[src/rtl/lfs_pkg.sv]
// constants for the lock and fuse self-access block
package lfs_pkg;
   // register map
   localparam int unsigned  ADDR_W        = 6;
   localparam logic [5:0]   SPC_OFF       = 6'h00;
   localparam logic [5:0]   STAT_OFF      = 6'h01;
   // self_program_control fields
   localparam int unsigned  SPC_STORE_EN  = 0;
   localparam int unsigned  SPC_LOCK_SEL  = 3;
   localparam logic [6:0]   SPC_CMD_MASK  = 7'h7f;
   localparam logic [6:0]   SPC_CMD_LOCK  = 7'h09;
   localparam logic [7:0]   SPC_RST       = 8'h00;
   // z pointer selects for fuse and lock reads
   localparam logic [15:0]  Z_FUSE_LO     = 16'h0000;
   localparam logic [15:0]  Z_LOCK        = 16'h0001;
   localparam logic [15:0]  Z_FUSE_HI     = 16'h0003;
   localparam logic [7:0]   RD_UNMAPPED   = 8'hff;
   // source/lock byte layout
   localparam int unsigned  BOOT_LSB      = 2;
   localparam int unsigned  BOOT_W        = 4;
   localparam int unsigned  LOCK_W        = 6;
   // timed enable windows, in cycles after the control write
   localparam logic [2:0]   LOAD_WIN      = 3'd3;
   localparam logic [2:0]   STORE_WIN     = 3'd4;
   // write time from the calibrated oscillator
   localparam int unsigned  CLK_PERIOD_PS = 5000;
   localparam longint unsigned WR_MIN_PS  = 64'd3700000000;
   localparam longint unsigned WR_MAX_PS  = 64'd4500000000;
   localparam int unsigned  WR_CYC        = int'((WR_MIN_PS + CLK_PERIOD_PS - 1) / CLK_PERIOD_PS);
   localparam int unsigned  WR_MAX_CYC    = int'(WR_MAX_PS / CLK_PERIOD_PS);
   localparam int unsigned  TMR_W         = 20;
endpackage : lfs_pkg

[src/rtl/lfs_wr_timer.sv]
// write duration timer, survives reset once running
`timescale 1ns/1ps
`default_nettype none
module lfs_wr_timer #(
   parameter int unsigned CYCLES = lfs_pkg::WR_CYC
) (
   input  wire logic CLK,
   input  wire logic RST,
   input  wire logic start,
   output logic      busy,
   output logic      done
);
   import lfs_pkg::*;

   typedef struct packed {
      logic             run;
      logic [TMR_W-1:0] cnt;
      logic             done;
   } lfs_tmr_t;

   lfs_tmr_t st_r;
   lfs_tmr_t st_nxt;

   always_comb begin
      st_nxt = '0;
      // a running or just started write is finished even through reset
      if (!RST || st_r.run || start) begin
         st_nxt      = st_r;
         st_nxt.done = 1'b0;
         if (st_r.run) begin
            if (st_r.cnt == TMR_W'(CYCLES - 1)) begin
               st_nxt.run  = 1'b0;
               st_nxt.done = 1'b1;
            end else begin
               st_nxt.cnt = st_r.cnt + TMR_W'(1);
            end
         end else if (start) begin
            st_nxt.run = 1'b1;
            st_nxt.cnt = '0;
         end
      end
   end

   always_ff @(posedge CLK) begin
      st_r <= st_nxt;
   end

   assign busy = st_r.run;
   assign done = st_r.done;
endmodule : lfs_wr_timer
`default_nettype wire

[src/rtl/lfs_top.sv]
// lock and fuse self-access logic beside the processor core
// Contract
// - zero in source bits 5..2 programs that boot lock bit, store within four cycles
// - z pointer is ignored while boot lock bits are programmed
// - flash stays readable during lock programming; cpu never halted
// - eeprom write in progress blocks all flash programming
// - eeprom write in progress refuses fuse and lock reads
// - z 0001 load within three cycles returns lock bits
// - select and store enable clear after read or when windows expire
// - with both bits clear a load is an ordinary flash read
// - lock read: boot locks in 5..2, general locks in 1..0
// - z 0000 load returns fuse low byte in order 7..0
// - z 0003 load within three cycles returns fuse high byte
// - programmed bits read zero, unprogrammed read one
// - write in progress completes through reset
// - lock write timed 3.7 ms to 4.5 ms
// - general lock bits cannot be changed by this path
//
// Implementation choices: the placing of the registers and the address-and-strobe port.
`timescale 1ns/1ps
`default_nettype none
module lfs_top #(
   parameter int unsigned WRITE_CYCLES = lfs_pkg::WR_CYC
) (
   input  wire logic                       CLK,
   input  wire logic                       RST,
   // register port
   input  wire logic [lfs_pkg::ADDR_W-1:0] REG_ADDR,
   input  wire logic [7:0]                 REG_WDATA,
   input  wire logic                       REG_WR,
   input  wire logic                       REG_RD,
   output logic      [7:0]                 REG_RDATA,
   // load program instruction port
   input  wire logic                       LOAD_REQ,
   input  wire logic [15:0]                LOAD_Z,
   input  wire logic [7:0]                 FLASH_RDATA,
   output logic                            LOAD_VALID,
   output logic      [7:0]                 LOAD_DATA,
   // store program instruction port
   input  wire logic                       STORE_REQ,
   input  wire logic [7:0]                 STORE_SRC,
   // eeprom writer interlock
   input  wire logic                       EEPROM_WRITE_BUSY,
   // nonvolatile bits, zero means programmed
   input  wire logic [lfs_pkg::LOCK_W-1:0] NV_LOCK,
   input  wire logic [7:0]                 NV_FUSE_LOW_BYTE,
   input  wire logic [7:0]                 NV_FUSE_HIGH_BYTE,
   output logic                            NV_LOCK_WE,
   output logic      [lfs_pkg::LOCK_W-1:0] NV_LOCK_WDATA,
   output logic                            LOCK_WRITE_BUSY,
   output logic                            CPU_HALT
);
   import lfs_pkg::*;

   typedef struct packed {
      logic              lock_access_select;
      logic              store_enable;
      logic [2:0]        win;
      logic              writing;
      logic [BOOT_W-1:0] prog_mask;
      logic              tmr_start;
      logic [7:0]        rdata;
      logic              load_valid;
      logic [7:0]        load_data;
      logic              nv_we;
      logic [LOCK_W-1:0] nv_wdata;
   } lfs_state_t;

   lfs_state_t st_r;
   lfs_state_t st_nxt;

   logic       tmr_busy;
   logic       tmr_done;

   // selects the nonvolatile byte for a timed load
   function automatic logic [7:0] nv_byte(input logic [15:0]       z,
                                          input logic [LOCK_W-1:0] lock,
                                          input logic [7:0]        flo,
                                          input logic [7:0]        fhi);
      logic [7:0] r;
      r = RD_UNMAPPED;
      unique case (z)
         Z_LOCK:    r = {2'b11, lock};
         Z_FUSE_LO: r = flo;
         Z_FUSE_HI: r = fhi;
         default:   r = RD_UNMAPPED;
      endcase
      return r;
   endfunction : nv_byte

   // control register view
   function automatic logic [7:0] spc_view(input logic sel,
                                           input logic sen);
      logic [7:0] v;
      v               = SPC_RST;
      v[SPC_LOCK_SEL] = sel;
      v[SPC_STORE_EN] = sen;
      return v;
   endfunction : spc_view

   lfs_wr_timer #(
      .CYCLES (WRITE_CYCLES)
   ) u_tmr (
      .CLK   (CLK),
      .RST   (RST),
      .start (st_r.tmr_start),
      .busy  (tmr_busy),
      .done  (tmr_done)
   );

   logic armed;
   logic cmd_ok;
   logic in_load_win;
   logic in_store_win;

   always_comb begin
      armed        = st_r.lock_access_select && st_r.store_enable && !st_r.writing && !tmr_busy;
      cmd_ok       = (REG_WDATA[6:0] & SPC_CMD_MASK) == SPC_CMD_LOCK;
      in_load_win  = armed && (st_r.win != 3'd0) && (st_r.win <= LOAD_WIN);
      in_store_win = armed && (st_r.win != 3'd0) && (st_r.win <= STORE_WIN);

      st_nxt            = st_r;
      st_nxt.tmr_start  = 1'b0;
      st_nxt.load_valid = 1'b0;
      st_nxt.nv_we      = 1'b0;
      st_nxt.rdata      = 8'h00;

      // window ages each cycle; expiry drops both bits
      if (armed) begin
         if (st_r.win >= STORE_WIN) begin
            st_nxt.lock_access_select = 1'b0;
            st_nxt.store_enable       = 1'b0;
            st_nxt.win                = 3'd0;
         end else begin
            st_nxt.win = st_r.win + 3'd1;
         end
      end

      // loads: timed fuse or lock read, else ordinary flash read
      if (LOAD_REQ) begin
         st_nxt.load_valid = 1'b1;
         if (in_load_win && !EEPROM_WRITE_BUSY) begin
            st_nxt.load_data          = nv_byte(LOAD_Z, NV_LOCK, NV_FUSE_LOW_BYTE,
                                                NV_FUSE_HIGH_BYTE);
            st_nxt.lock_access_select = 1'b0;
            st_nxt.store_enable       = 1'b0;
            st_nxt.win                = 3'd0;
         end else begin
            // reads proceed even while a lock write runs
            st_nxt.load_data = FLASH_RDATA;
         end
      end

      // store: program boot lock bits, z pointer not looked at
      if (STORE_REQ && in_store_win && !EEPROM_WRITE_BUSY) begin
         st_nxt.writing   = 1'b1;
         st_nxt.prog_mask = ~STORE_SRC[BOOT_LSB +: BOOT_W];
         st_nxt.tmr_start = 1'b1;
         st_nxt.win       = 3'd0;
      end

      // end of timed write: commit and release store enable in the same cycle
      if (st_r.writing && tmr_done) begin
         st_nxt.writing                     = 1'b0;
         st_nxt.store_enable                = 1'b0;
         st_nxt.lock_access_select          = 1'b0;
         st_nxt.nv_we                       = 1'b1;
         st_nxt.nv_wdata                    = NV_LOCK;
         // only clearing bits programs; general locks kept as read
         st_nxt.nv_wdata[BOOT_LSB +: BOOT_W] = NV_LOCK[BOOT_LSB +: BOOT_W] & ~st_r.prog_mask;
      end

      // control register write, refused while eeprom or lock write busy
      if (REG_WR && REG_ADDR == SPC_OFF && !EEPROM_WRITE_BUSY && !st_r.writing) begin
         if (cmd_ok) begin
            st_nxt.lock_access_select = 1'b1;
            st_nxt.store_enable       = 1'b1;
            st_nxt.win                = 3'd1;
         end else begin
            // other commands belong to the page logic; drop ours
            st_nxt.lock_access_select = 1'b0;
            st_nxt.store_enable       = 1'b0;
            st_nxt.win                = 3'd0;
         end
      end

      // register reads, data one cycle later
      if (REG_RD) begin
         unique case (REG_ADDR)
            SPC_OFF:  st_nxt.rdata = spc_view(st_r.lock_access_select,
                                              st_r.store_enable);
            STAT_OFF: st_nxt.rdata = {6'h00, EEPROM_WRITE_BUSY, st_r.writing};
            default:  st_nxt.rdata = 8'h00;
         endcase
      end

      // reset clears all state, but while a write runs only the read outputs clear and the write keeps going
      if (RST) begin
         if (st_r.writing) begin
            st_nxt.rdata      = 8'h00;
            st_nxt.load_valid = 1'b0;
            st_nxt.load_data  = 8'h00;
         end else begin
            st_nxt = '0;
         end
      end
   end

   always_ff @(posedge CLK) begin
      st_r <= st_nxt;
   end

   assign REG_RDATA       = st_r.rdata;
   assign LOAD_VALID      = st_r.load_valid;
   assign LOAD_DATA       = st_r.load_data;
   assign NV_LOCK_WE      = st_r.nv_we;
   assign NV_LOCK_WDATA   = st_r.nv_wdata;
   assign LOCK_WRITE_BUSY = st_r.writing;
   // lock programming never stalls the core
   assign CPU_HALT        = 1'b0;
endmodule : lfs_top
`default_nettype wire

[config.mk]
export PLATFORM = sky130hd
export DESIGN_NAME = lfs_top
export DESIGN_NICKNAME = d
export VERILOG_FILES = /design/src/rtl/lfs_pkg.sv /design/src/rtl/lfs_wr_timer.sv /design/src/rtl/lfs_top.sv
export SDC_FILE = /design/constraint.sdc
export NUM_CORES = 1
export LEC_CHECK = 0
export BUFFER_PORTS_ARGS = -buffer_cell sky130_fd_sc_hd__buf_2
export CORE_AREA = 2 2 82 84
export CTS_CLUSTER_SIZE = 10
export DETAILED_ROUTE_END_ITERATION = 10
export DIE_AREA = 0 0 84 86
export PLACE_DENSITY = 0.73
export REMOVE_ABC_BUFFERS = 1
export SLEW_MARGIN = 20
export SYNTH_ARGS = -nofsm -noshare
export SYNTH_HDL_FRONTEND = slang
export SYNTH_SLANG_ARGS = --single-unit
[constraint.sdc]
create_clock -name CLK -period 1.78 [get_ports CLK]
set_clock_uncertainty 0.15 [all_clocks]
set_input_delay 0.356 -clock CLK [delete_from_list [all_inputs] [get_ports CLK]]
set_output_delay 0.356 -clock CLK [all_outputs]
set_load 0.05 [all_outputs]
==> flow_metrics.py, run 1 <==
metrics = {
    "drt": {
        "wl_met2_mm": 3.65,
        "met3WireLength_um": 255,
        "via_per_inst": 5.11,
        "post_drt_wl_per_cell_um": 13.8,
        "vias": 2585,
        "drtIter0Drc": 96,
        "postRouteAntennaNets": 0,
        "drc": 0,
        "wl_met1_mm": 3.00,
        "top_layer": "met4",
        "dr.pass1.iters": 4,
        "drt_wl_total_mm": 6.99,
    },
    "placed_design": {
        "hpwlAfterDp_mm": 5.16,
        "gp_congestion": 0.837,
        "port_buffers": 89,
        "place_area_mm2": 0.00334,
    },
    "clock_tree": {
        "clk_latency_ps": 320,
        "cts_tree": "yes",
        "clock-sinks": 52,
        "cts_hold_buf": 0,
        "clockRootBuffer": "clkbuf_8",
        "cts.path.max_buffers": 2,
        "cts_max_level": 2,
        "cts_buffers": 5,
        "clkTransAtPathRegs_ps": 100,
    },
    "setup_path": {
        "cp.required_ps": 1870,
        "rr_endpoint": "st_r[30]",
        "criticalPathCategory": "flop to flop",
        "r2r_slack_ps": -40,
        "cpMostUsedCell": "ha_4",
        "cp_num_buf_inv": 0,
        "worstRegToRegCells": 6,
        "critPathMaxStageDelay_ps": 370,
        "path_max_fanout": 3,
        "cp-startpoint": "st_r[30]",
        "cpMaxStageDelayCell": "dfxtp_4",
        "rr_startpoint": "st_r[30]",
        "critPathTopFamily": "compound AO/OA/AOI/OAI gates",
        "arrival_ps": 1910,
        "start_kind": "flop",
        "end_kind": "flop",
        "cp_cell_sequence": "ha_4 > ha_4 > o2111a_1 > a311o_1 > or2_4 > o22ai_2",
        "worstSetupEndpoint": "st_r[30]",
        "critical_path_depth": 6,
    },
    "sta": {
        "post-route-period-util_pct": 102,
        "setup_viol": 3,
        "maxSlewViolCount": 0,
        "post-route-min-period_ps": 1820,
        "rsz0062_at_grt": "yes",
        "holdWs_ps": 108,
        "fin_ws_ps": -38.7,
        "finalHoldViolCount": 0,
        "fmax_mhz": 550,
    },
    "min_path": {
        "hold_path.class": "input pin to flop",
        "hold_path_depth": 2,
    },
    "pwr": {
        "powerDensity_mw_per_mm2": 591,
        "pwr-share-clk_pct": 33.5,
        "switching_share_pct": 27.7,
        "combPwrFrac_pct": 12.4,
        "p_int_mw": 1.57,
        "peakVddDrop_mv": 0.325,
        "p_leak_nw": 1.57,
        "p_seq_share_pct": 54.2,
        "power.switching_mw": 0.601,
    },
    "die": {
        "io_pins": 101,
        "core_area_mm2": 0.00628,
        "start_util_pct": 42.9,
        "die_width_um": 84,
        "dieArea_mm2": 0.00722,
        "placementRows": 29,
        "chipHeight_um": 86,
    },
    "cells_and_area": {
        "utilization_pct": 58.6,
        "fin_area_mm2": 0.00368,
        "final_common_cell": "buf_2",
        "diodes": 0,
        "mostFrequentLayoutCells": "buf_2 (89), dfxtp_1 (43), nor2_1 (41), buf_4 (39), nand2_1 (32)",
        "area_growth_pct": 36.7,
        "drive_gt1_share_pct": 45.0,
        "fin_nets": 507,
        "nFillCells": 536,
    },
    "global_route": {
        "grt_pass1_wl_mm": 11.0,
        "grtUsageTotal_pct": 18.5,
        "antenna_found_initial": 0,
        "grt_pass1_vias": 2493,
        "grt_max_degree": 19,
        "grt_overflow_total": 0,
    },
    "synth": {
        "synthesis.instances": 318,
        "yosysWarningCount": 0,
        "synth_seq_cells": 52,
        "synth_edf_count": 0,
        "synthTopCellsByArea": "dfxtp_1 (39%), buf_4 (6.4%), nor2_1 (6.0%)",
        "synth_area_mm2": 0.00269,
        "synthFlopType": "dfxtp_1",
        "yosysSeqAreaShare_pct": 38.7,
        "async_flop_share_pct": 0,
        "post_synth.cell_area_avg_um2": 8.46,
        "synthDistinctLibCells": 48,
        "synth_top_area_share_pct": 38.7,
        "yosys.area.top_type": "dfxtp_1",
    },
    "run": {
        "max-cap-violations": 0,
    },
    "status": {
        "status": "complete, but fails checks",
        "violations": "negative setup slack",
    },
}
cell usage after synthesis (3+ instances only):
master    count
nand3_1       7
xnor2_1      12
clkbuf_1      6
buf_2         4
dfxtp_1      52
o221ai_1      8
a22o_1        6
ha_1          4
or4_1         5
o22a_1        6
mux2i_1       7
nand2_1      32
nor2_1       43
nor3_1       10
o21ai_0       8
nor2b_1       3
nand4_1       3
a21oi_1       7
buf_4        23
o22ai_1       5
inv_1        16
nor4_1        6
mux2_2        8
sequential cells by signal (all words and copies together), names as in the netlist:
register         count
NV_LOCK_WDATA        6
u_tmr.busy           1
st_r                10
NV_LOCK_WE           1
u_tmr.done           1
u_tmr.st_r          20
LOAD_VALID           1
REG_RDATA            3
LOCK_WRITE_BUSY      1
LOAD_DATA            8
routing by layer:
layer	vias up	track usage, %
met5	-	0
met4	0	5.87
met3	7	3.56
met2	60	33.8
met1	1198	21.9
li1	1320	-
worst min-delay path by stage:
| stage | startpoint | end |
|---|---|---|
| finish | REG_ADDR[0] | REG_RDATA[3] |
| global route | REG_ADDR[0] | REG_RDATA[3] |
| CTS | REG_ADDR[0] | REG_RDATA[3] |
| detailed placement | LOAD_DATA[1] | LOAD_DATA[1] |
| global placement | LOAD_DATA[3] | LOAD_DATA[3] |
| floorplan | REG_ADDR[0] | REG_RDATA[3] |
layout make-up:
class | instances | area, um^2 | share of cell area, %
clock buffer | 5 | 68.8 | 1.87
clock inverter | 3 | 27.5 | 0.749
inverter | 16 | 60.1 | 1.63
multi-input combinational | 221 | 1580 | 43.1
sequential | 52 | 1060 | 28.8
tap | 77 | 96.3 | 2.62
timing repair buffer | 132 | 783 | 21.3
repair_timing:
action	in CTS	in global routing
setup endpoints to repair	27	32
resized for setup	23	34
pin swaps	10	22
hold endpoints to repair	0	0
setup buffers	2	0
power groups by stage:
stage               clock [mW]  sequential [mW]  combinational (mW)
floorplan                    0             1.25              0.0925
finish                   0.727             1.18               0.269
global route             0.790             1.18               0.289
CTS                      0.735             1.18               0.260
global placement             0             1.21               0.256
detailed placement           0             1.21               0.258
stage by stage:
stage          power (mW)  std cells  setup slack [ps]  TNS, ps
6_report             2.17        506             -38.7    -69.9
5_1_grt              2.26        506              -120    -1100
4_1_cts              2.17        506             -37.9     -222
3_5_place_dp         1.46        496              -181    -2490
3_3_place_gp         1.46        496              -126    -2010
2_1_floorplan        1.34        289              -304    -4650
logic make-up after synthesis:
kind of cell	Yosys count	synth area share, %
buf+inv	50	10.4
other cells	1	0.139
compound gates	50	13.6
xor+xnor	14	4.56
fa+ha+maj	4	1.86
mux	15	5.95
simple gates	132	24.8
flops	52	38.7
Power figures use the tool's default switching activity.
==> run 2, diff against run 1 <==
Settings changed: CORE_AREA 2 2 82 84 to 2 2 112 114, DIE_AREA 0 0 84 86 to 0 0 114 116, PLACE_DENSITY 0.73 to not set, PLACE_DENSITY_LB_ADDON set to 0.15.
==> flow_metrics.py, run 2 (synthesized netlist as in run 1, its figures left out) <==
metrics = {
    "clock_tree": {
        "clockRootBuffer": "clkbuf_16",
        "cts.path.max_buffers": 2,
        "cts_max_level": 2,
        "clkTransAtPathRegs_ps": 70,
        "cts_buffers": 5,
        "cts_tree": "yes",
        "clock-sinks": 52,
        "clk_latency_ps": 290,
    },
    "drt": {
        "drc": 0,
        "via_per_inst": 4.36,
        "dr.pass1.iters": 4,
        "post_drt_wl_per_cell_um": 12.7,
        "drt_wl_total_mm": 7.47,
        "vias": 2570,
        "drtIter0Drc": 67,
        "postRouteAntennaNets": 0,
    },
    "die": {
        "core_area_mm2": 0.0119,
        "die_width_um": 114,
        "placementRows": 40,
        "start_util_pct": 22.6,
        "dieArea_mm2": 0.0132,
        "chipHeight_um": 116,
        "io_pins": 101,
    },
    "global_route": {
        "antenna_found_initial": 0,
        "grt_pass1_wl_mm": 11.6,
        "grtUsageTotal_pct": 10.9,
        "grt_pass1_vias": 2436,
        "grt_overflow_total": 0,
        "grt_max_degree": 18,
    },
    "setup_path": {
        "path_max_fanout": 3,
        "cp_num_buf_inv": 1,
        "worstSetupEndpoint": "u_tmr.st_r[1]",
        "rr_startpoint": "u_tmr.st_r[14]",
        "critPathTopFamily": "simple AND/OR/NAND/NOR gates",
        "cp_cell_sequence": "or4b_4 > nor4_4 > buf_4 > nand4b_1 > nand2_1 > o21ai_1",
        "start_kind": "flop",
        "criticalPathCategory": "flop to flop",
        "arrival_ps": 1820,
        "r2r_slack_ps": -10,
        "worstRegToRegCells": 6,
        "cpMaxStageDelayCell": "or4b_4",
        "cp.required_ps": 1800,
        "rr_endpoint": "u_tmr.st_r[1]",
        "critical_path_depth": 6,
        "critPathMaxStageDelay_ps": 540,
        "cp-startpoint": "u_tmr.st_r[14]",
        "end_kind": "flop",
    },
    "cells_and_area": {
        "largest_register": "u_tmr.st_r",
        "diodes": 0,
        "multi_input_area_mm2": 0.00158,
        "final_common_cell": "buf_2",
        "nFillCells": 1264,
        "area_growth_pct": 44.7,
        "seq_area_mm2": 0.00106,
        "stdcell_count": 589,
        "mostFrequentLayoutCells": "buf_2 (89), buf_4 (55), nor2_1 (41), dfxtp_1 (39), nand2_1 (32)",
        "drive_gt1_share_pct": 47.3,
        "fin_nets": 520,
        "largest_reg_flops": 20,
    },
    "sta": {
        "finalHoldViolCount": 0,
        "rsz0062_at_grt": "yes",
        "fmax_mhz": 558,
        "post-route-min-period_ps": 1790,
        "maxSlewViolCount": 0,
        "fin_ws_ps": -11.7,
        "setup_viol": 1,
        "post-route-period-util_pct": 101,
        "worst_pin_slew_ps": 545,
        "tns_ps": -11.7,
        "relSlewSlack_pct": 63.6,
    },
    "min_path": {
        "hold_path.class": "input pin to flop",
    },
    "pwr": {
        "powerDensity_mw_per_mm2": 620,
        "finalPower_mw": 2.41,
        "peakVddDrop_mv": 0.320,
        "p_leak_nw": 1.65,
    },
    "run": {
        "max-cap-violations": 0,
    },
    "placed_design": {
        "hpwlAfterDp_mm": 5.98,
        "gp_congestion": 0.772,
        "port_buffers": 89,
        "post-place-cells": 579,
    },
    "status": {
        "violations": "negative setup slack",
        "status": "complete, but fails checks",
    },
}
run 2: timing repair:
| item | CTS | global route |
|---|---|---|
| gates resized for setup | 31 | 23 |
| buffers inserted | 0 | 2 |
| hold buffers | 0 | 0 |
| pin swaps | 12 | 7 |
| setup endpoints to repair | 29 | 31 |
| endpoints found under the hold margin | 0 | 0 |
run 2: metal layers:
metal	part of all wire, %	track usage [%]
met1	45	13.5
met2	51	19.5
met3	2.9	1.88
met4	1.3	3.25
met5	0	0
run 2: worst min-delay path by stage:
| stage | startpoint | end | slack (ps) | depth (start not counted) |
|---|---|---|---|---|
| after CTS | EEPROM_WRITE_BUSY | REG_RDATA[1] | 150 | 3 |
| after global routing | EEPROM_WRITE_BUSY | REG_RDATA[1] | 170 | 3 |
| after global placement | LOAD_DATA[1] | LOAD_DATA[1] | 270 | 2 |
| final | EEPROM_WRITE_BUSY | REG_RDATA[1] | 160 | 3 |
| after floorplan | REG_ADDR[0] | REG_RDATA[3] | 280 | 1 |
| after detailed placement | LOAD_DATA[1] | LOAD_DATA[1] | 280 | 2 |
run 2: through the flow:
step	hold WS (ps)	util (%)	area [um^2]	setup slack (ps)
after detailed placement	276	29.6	3520	-158
after global placement	274	29.6	3520	-172
final	156	32.7	3890	-11.7
after CTS	149	31.8	3790	-31.5
after global routing	172	32.7	3890	-76.1
after floorplan	282	-	2490	-304
run 2: layout make-up:
class	instances	share of cell area [%]
Clock inverter	3	0.546
Sequential cell	52	27.2
Multi-Input combinational cell	221	40.5
Timing Repair Buffer	145	22.3
Inverter	16	1.54
Clock buffer	5	3.21
Tap cell	147	4.73
run 2: power breakdown:
part           switching, mW  internal (mW)
combinational          0.160          0.111
sequential           0.00493           1.17
clock                  0.439          0.524
total                  0.604           1.81
run 2: worst reg2reg max path, cell delays in order (launching register included):
cell,delay [ps]
dfxtp_2,330
or4b_4,550
nor4_4,210
buf_4,160
nand4b_1,130
nand2_1,100
o21ai_1,60
==> run 3, diff against run 2 <==
Settings changed: CORE_AREA 2 2 112 114 to 2 2 116 118, DIE_AREA 0 0 114 116 to 0 0 118 120, SYNTH_HIERARCHICAL set to 1.
Clock period 1.78 ns to 2.2 ns, I/O delays scaled along.
==> flow_metrics.py, run 3 <==
metrics = {
    "status": {
        "status": "finished, final reports clean",
    },
    "sta": {
        "relSlewSlack_pct": 63.6,
        "maxSlewViolCount": 0,
        "setup_viol": 0,
        "worst_pin_slew_ps": 539,
        "finalHoldViolCount": 0,
        "post-route-min-period_ps": 2090,
        "rsz0062_at_grt": "no",
        "post-route-period-util_pct": 95.2,
        "fin_ws_ps": 106,
        "fmax_mhz": 478,
        "holdWs_ps": 220,
    },
    "setup_path": {
        "criticalPathCategory": "flop to flop",
        "critical_path_depth": 7,
        "cpMaxStageDelayCell": "or4_4",
        "cp_num_buf_inv": 1,
        "end_kind": "flop",
        "path_max_fanout": 7,
        "cp.required_ps": 2240,
        "critPathMaxStageDelay_ps": 560,
        "critPathTopFamily": "simple AND/OR/NAND/NOR gates",
        "cp_cell_sequence": "ha_1 > nand2_1 > or4_4 > o21ai_4 > buf_4 > a21oi_2 > a21o_1",
        "arrival_ps": 2130,
        "worstRegToRegCells": 7,
        "start_kind": "flop",
    },
    "synth": {
        "synth_top_family_by_area": "simple AND/OR/NAND/NOR gates",
        "synthDistinctLibCells": 67,
        "yosys.area_share.adder_pct": 1.72,
        "yosys.area.top_type": "dfxtp_1",
        "synth_seq_cells": 52,
        "post_synth.cell_area_avg_um2": 8.68,
        "synthXorXnorAreaFrac_pct": 0.300,
        "yosysWarningCount": 6,
        "synth_edf_count": 0,
        "synth_compound_area_share_pct": 24.2,
        "yosysSeqAreaShare_pct": 35.7,
        "yosysMostFrequentCell": "dfxtp_1",
        "synth_area_mm2": 0.00292,
        "synthSimpleGateAreaFrac_pct": 24.3,
        "synthTopCellsByArea": "dfxtp_1 (36%), buf_4 (6.2%), nand2_1 (3.5%)",
        "synth_top_area_share_pct": 35.7,
        "async_flop_share_pct": 0,
        "synthesis.instances": 336,
        "synth.top_cells.by_count": "dfxtp_1 (52), nand2_1 (27), nor2_1 (25)",
        "synthFlopType": "dfxtp_1",
        "synth_mux_area_share_pct": 3.48,
    },
    "pwr": {
        "p_leak_nw": 1.53,
        "finalPower_mw": 2.05,
        "peakVddDrop_mv": 0.264,
        "powerDensity_mw_per_mm2": 554,
    },
    "global_route": {
        "grt_max_degree": 17,
        "grt_pass1_vias": 2716,
        "grtUsageTotal_pct": 11.8,
        "antenna_found_initial": 0,
        "grt_overflow_total": 0,
        "grt_pass1_wl_mm": 13.5,
    },
    "die": {
        "core_area_mm2": 0.0130,
        "die_width_um": 118,
        "placementRows": 42,
        "chipHeight_um": 120,
        "dieArea_mm2": 0.0142,
        "start_util_pct": 22.5,
        "io_pins": 101,
    },
    "clock_tree": {
        "clkTransAtPathRegs_ps": 70,
        "cts_buffers": 5,
        "clockRootBuffer": "clkbuf_16",
        "cts.path.max_buffers": 2,
        "clk_latency_ps": 300,
        "cts_max_level": 2,
        "clock-sinks": 52,
        "cts_tree": "yes",
    },
    "drt": {
        "vias": 2745,
        "drtIter0Drc": 123,
        "postRouteAntennaNets": 0,
        "dr.pass1.iters": 4,
        "drt_wl_total_mm": 8.08,
        "via_per_inst": 4.58,
        "drc": 0,
        "post_drt_wl_per_cell_um": 13.5,
    },
    "run": {
        "max-cap-violations": 0,
    },
    "placed_design": {
        "port_buffers": 89,
        "gp_congestion": 0.734,
        "hpwlAfterDp_mm": 6.23,
        "place_area_mm2": 0.00353,
        "pre_cts_slack_ps": 78.8,
    },
    "cells_and_area": {
        "fin_area_mm2": 0.00370,
        "largest_register": "u_tmr/st_r",
        "fin_nets": 502,
        "mostFrequentLayoutCells": "buf_2 (89), dfxtp_1 (52), nand2_1 (27), nor2_1 (25), buf_4 (23)",
        "largest_reg_flops": 20,
        "diodes": 0,
        "final_common_cell": "buf_2",
        "area_growth_pct": 26.9,
        "drive_gt1_share_pct": 33.3,
    },
    "min_path": {
        "hold_path.class": "input pin to flop",
        "hold_path_depth": 2,
    },
}
## run 3: stage by stage
| stage | std cells | setup TNS, ps | util [%] |
|---|---|---|---|
| finish | 600 | 0 | 28.5 |
| global placement | 592 | 0 | 27.2 |
| CTS | 600 | 0 | 28.3 |
| global route | 600 | 0 | 28.5 |
| detailed placement | 592 | 0 | 27.2 |
| floorplan | 304 | -9.20 | - |
## run 3: final timing paths
check | from | end | slack, ps
max | u_tmr/st_r[2] | u_tmr/st_r[6] | 110
min | REG_ADDR[0] | REG_RDATA[3] | 220
max reg2reg | u_tmr/st_r[2] | u_tmr/st_r[6] | 110
min reg2reg | st_r[27] | st_r[27] | 320
## run 3: cell families after synthesis
group	after synthesis
flip-flops	52
adder cells (fa/ha/maj)	4
AO/OA/AOI/OAI	96
buffers and inverters	53
multiplexers	10
other	1
AND/OR/NAND/NOR	119
XOR/XNOR	1
## run 3: area by class of cell
class	count	area, um^2
multi-input combinational	236	1610
fill	1433	9280
tap	176	220
sequential	52	1040
timing repair buffer	112	618
clock inverter	2	16.3
clock buffer	6	129
inverter	16	60.1
## run 3: routing by layer
| layer | global-route usage, % | wire length, um |
|---|---|---|
| met1 | 14.7 | 3780 |
| met2 | 20.3 | 3780 |
| met3 | 2.76 | 422 |
| met4 | 3.39 | 97 |
| met5 | 0 | 0 |
## run 3: timing repair
item / 4_1_cts / 5_1_grt
resized for setup: 0 / 4
setup endpoints to repair: 0 / 7
hold buffers: 0 / 0
setup buffers: 0 / 0
## run 3: report_power, final
part           switching, mW  internal [mW]  total [mW]
sequential            0.0149          0.960       0.975
combinational          0.160          0.112       0.272
clock                  0.376          0.426       0.802
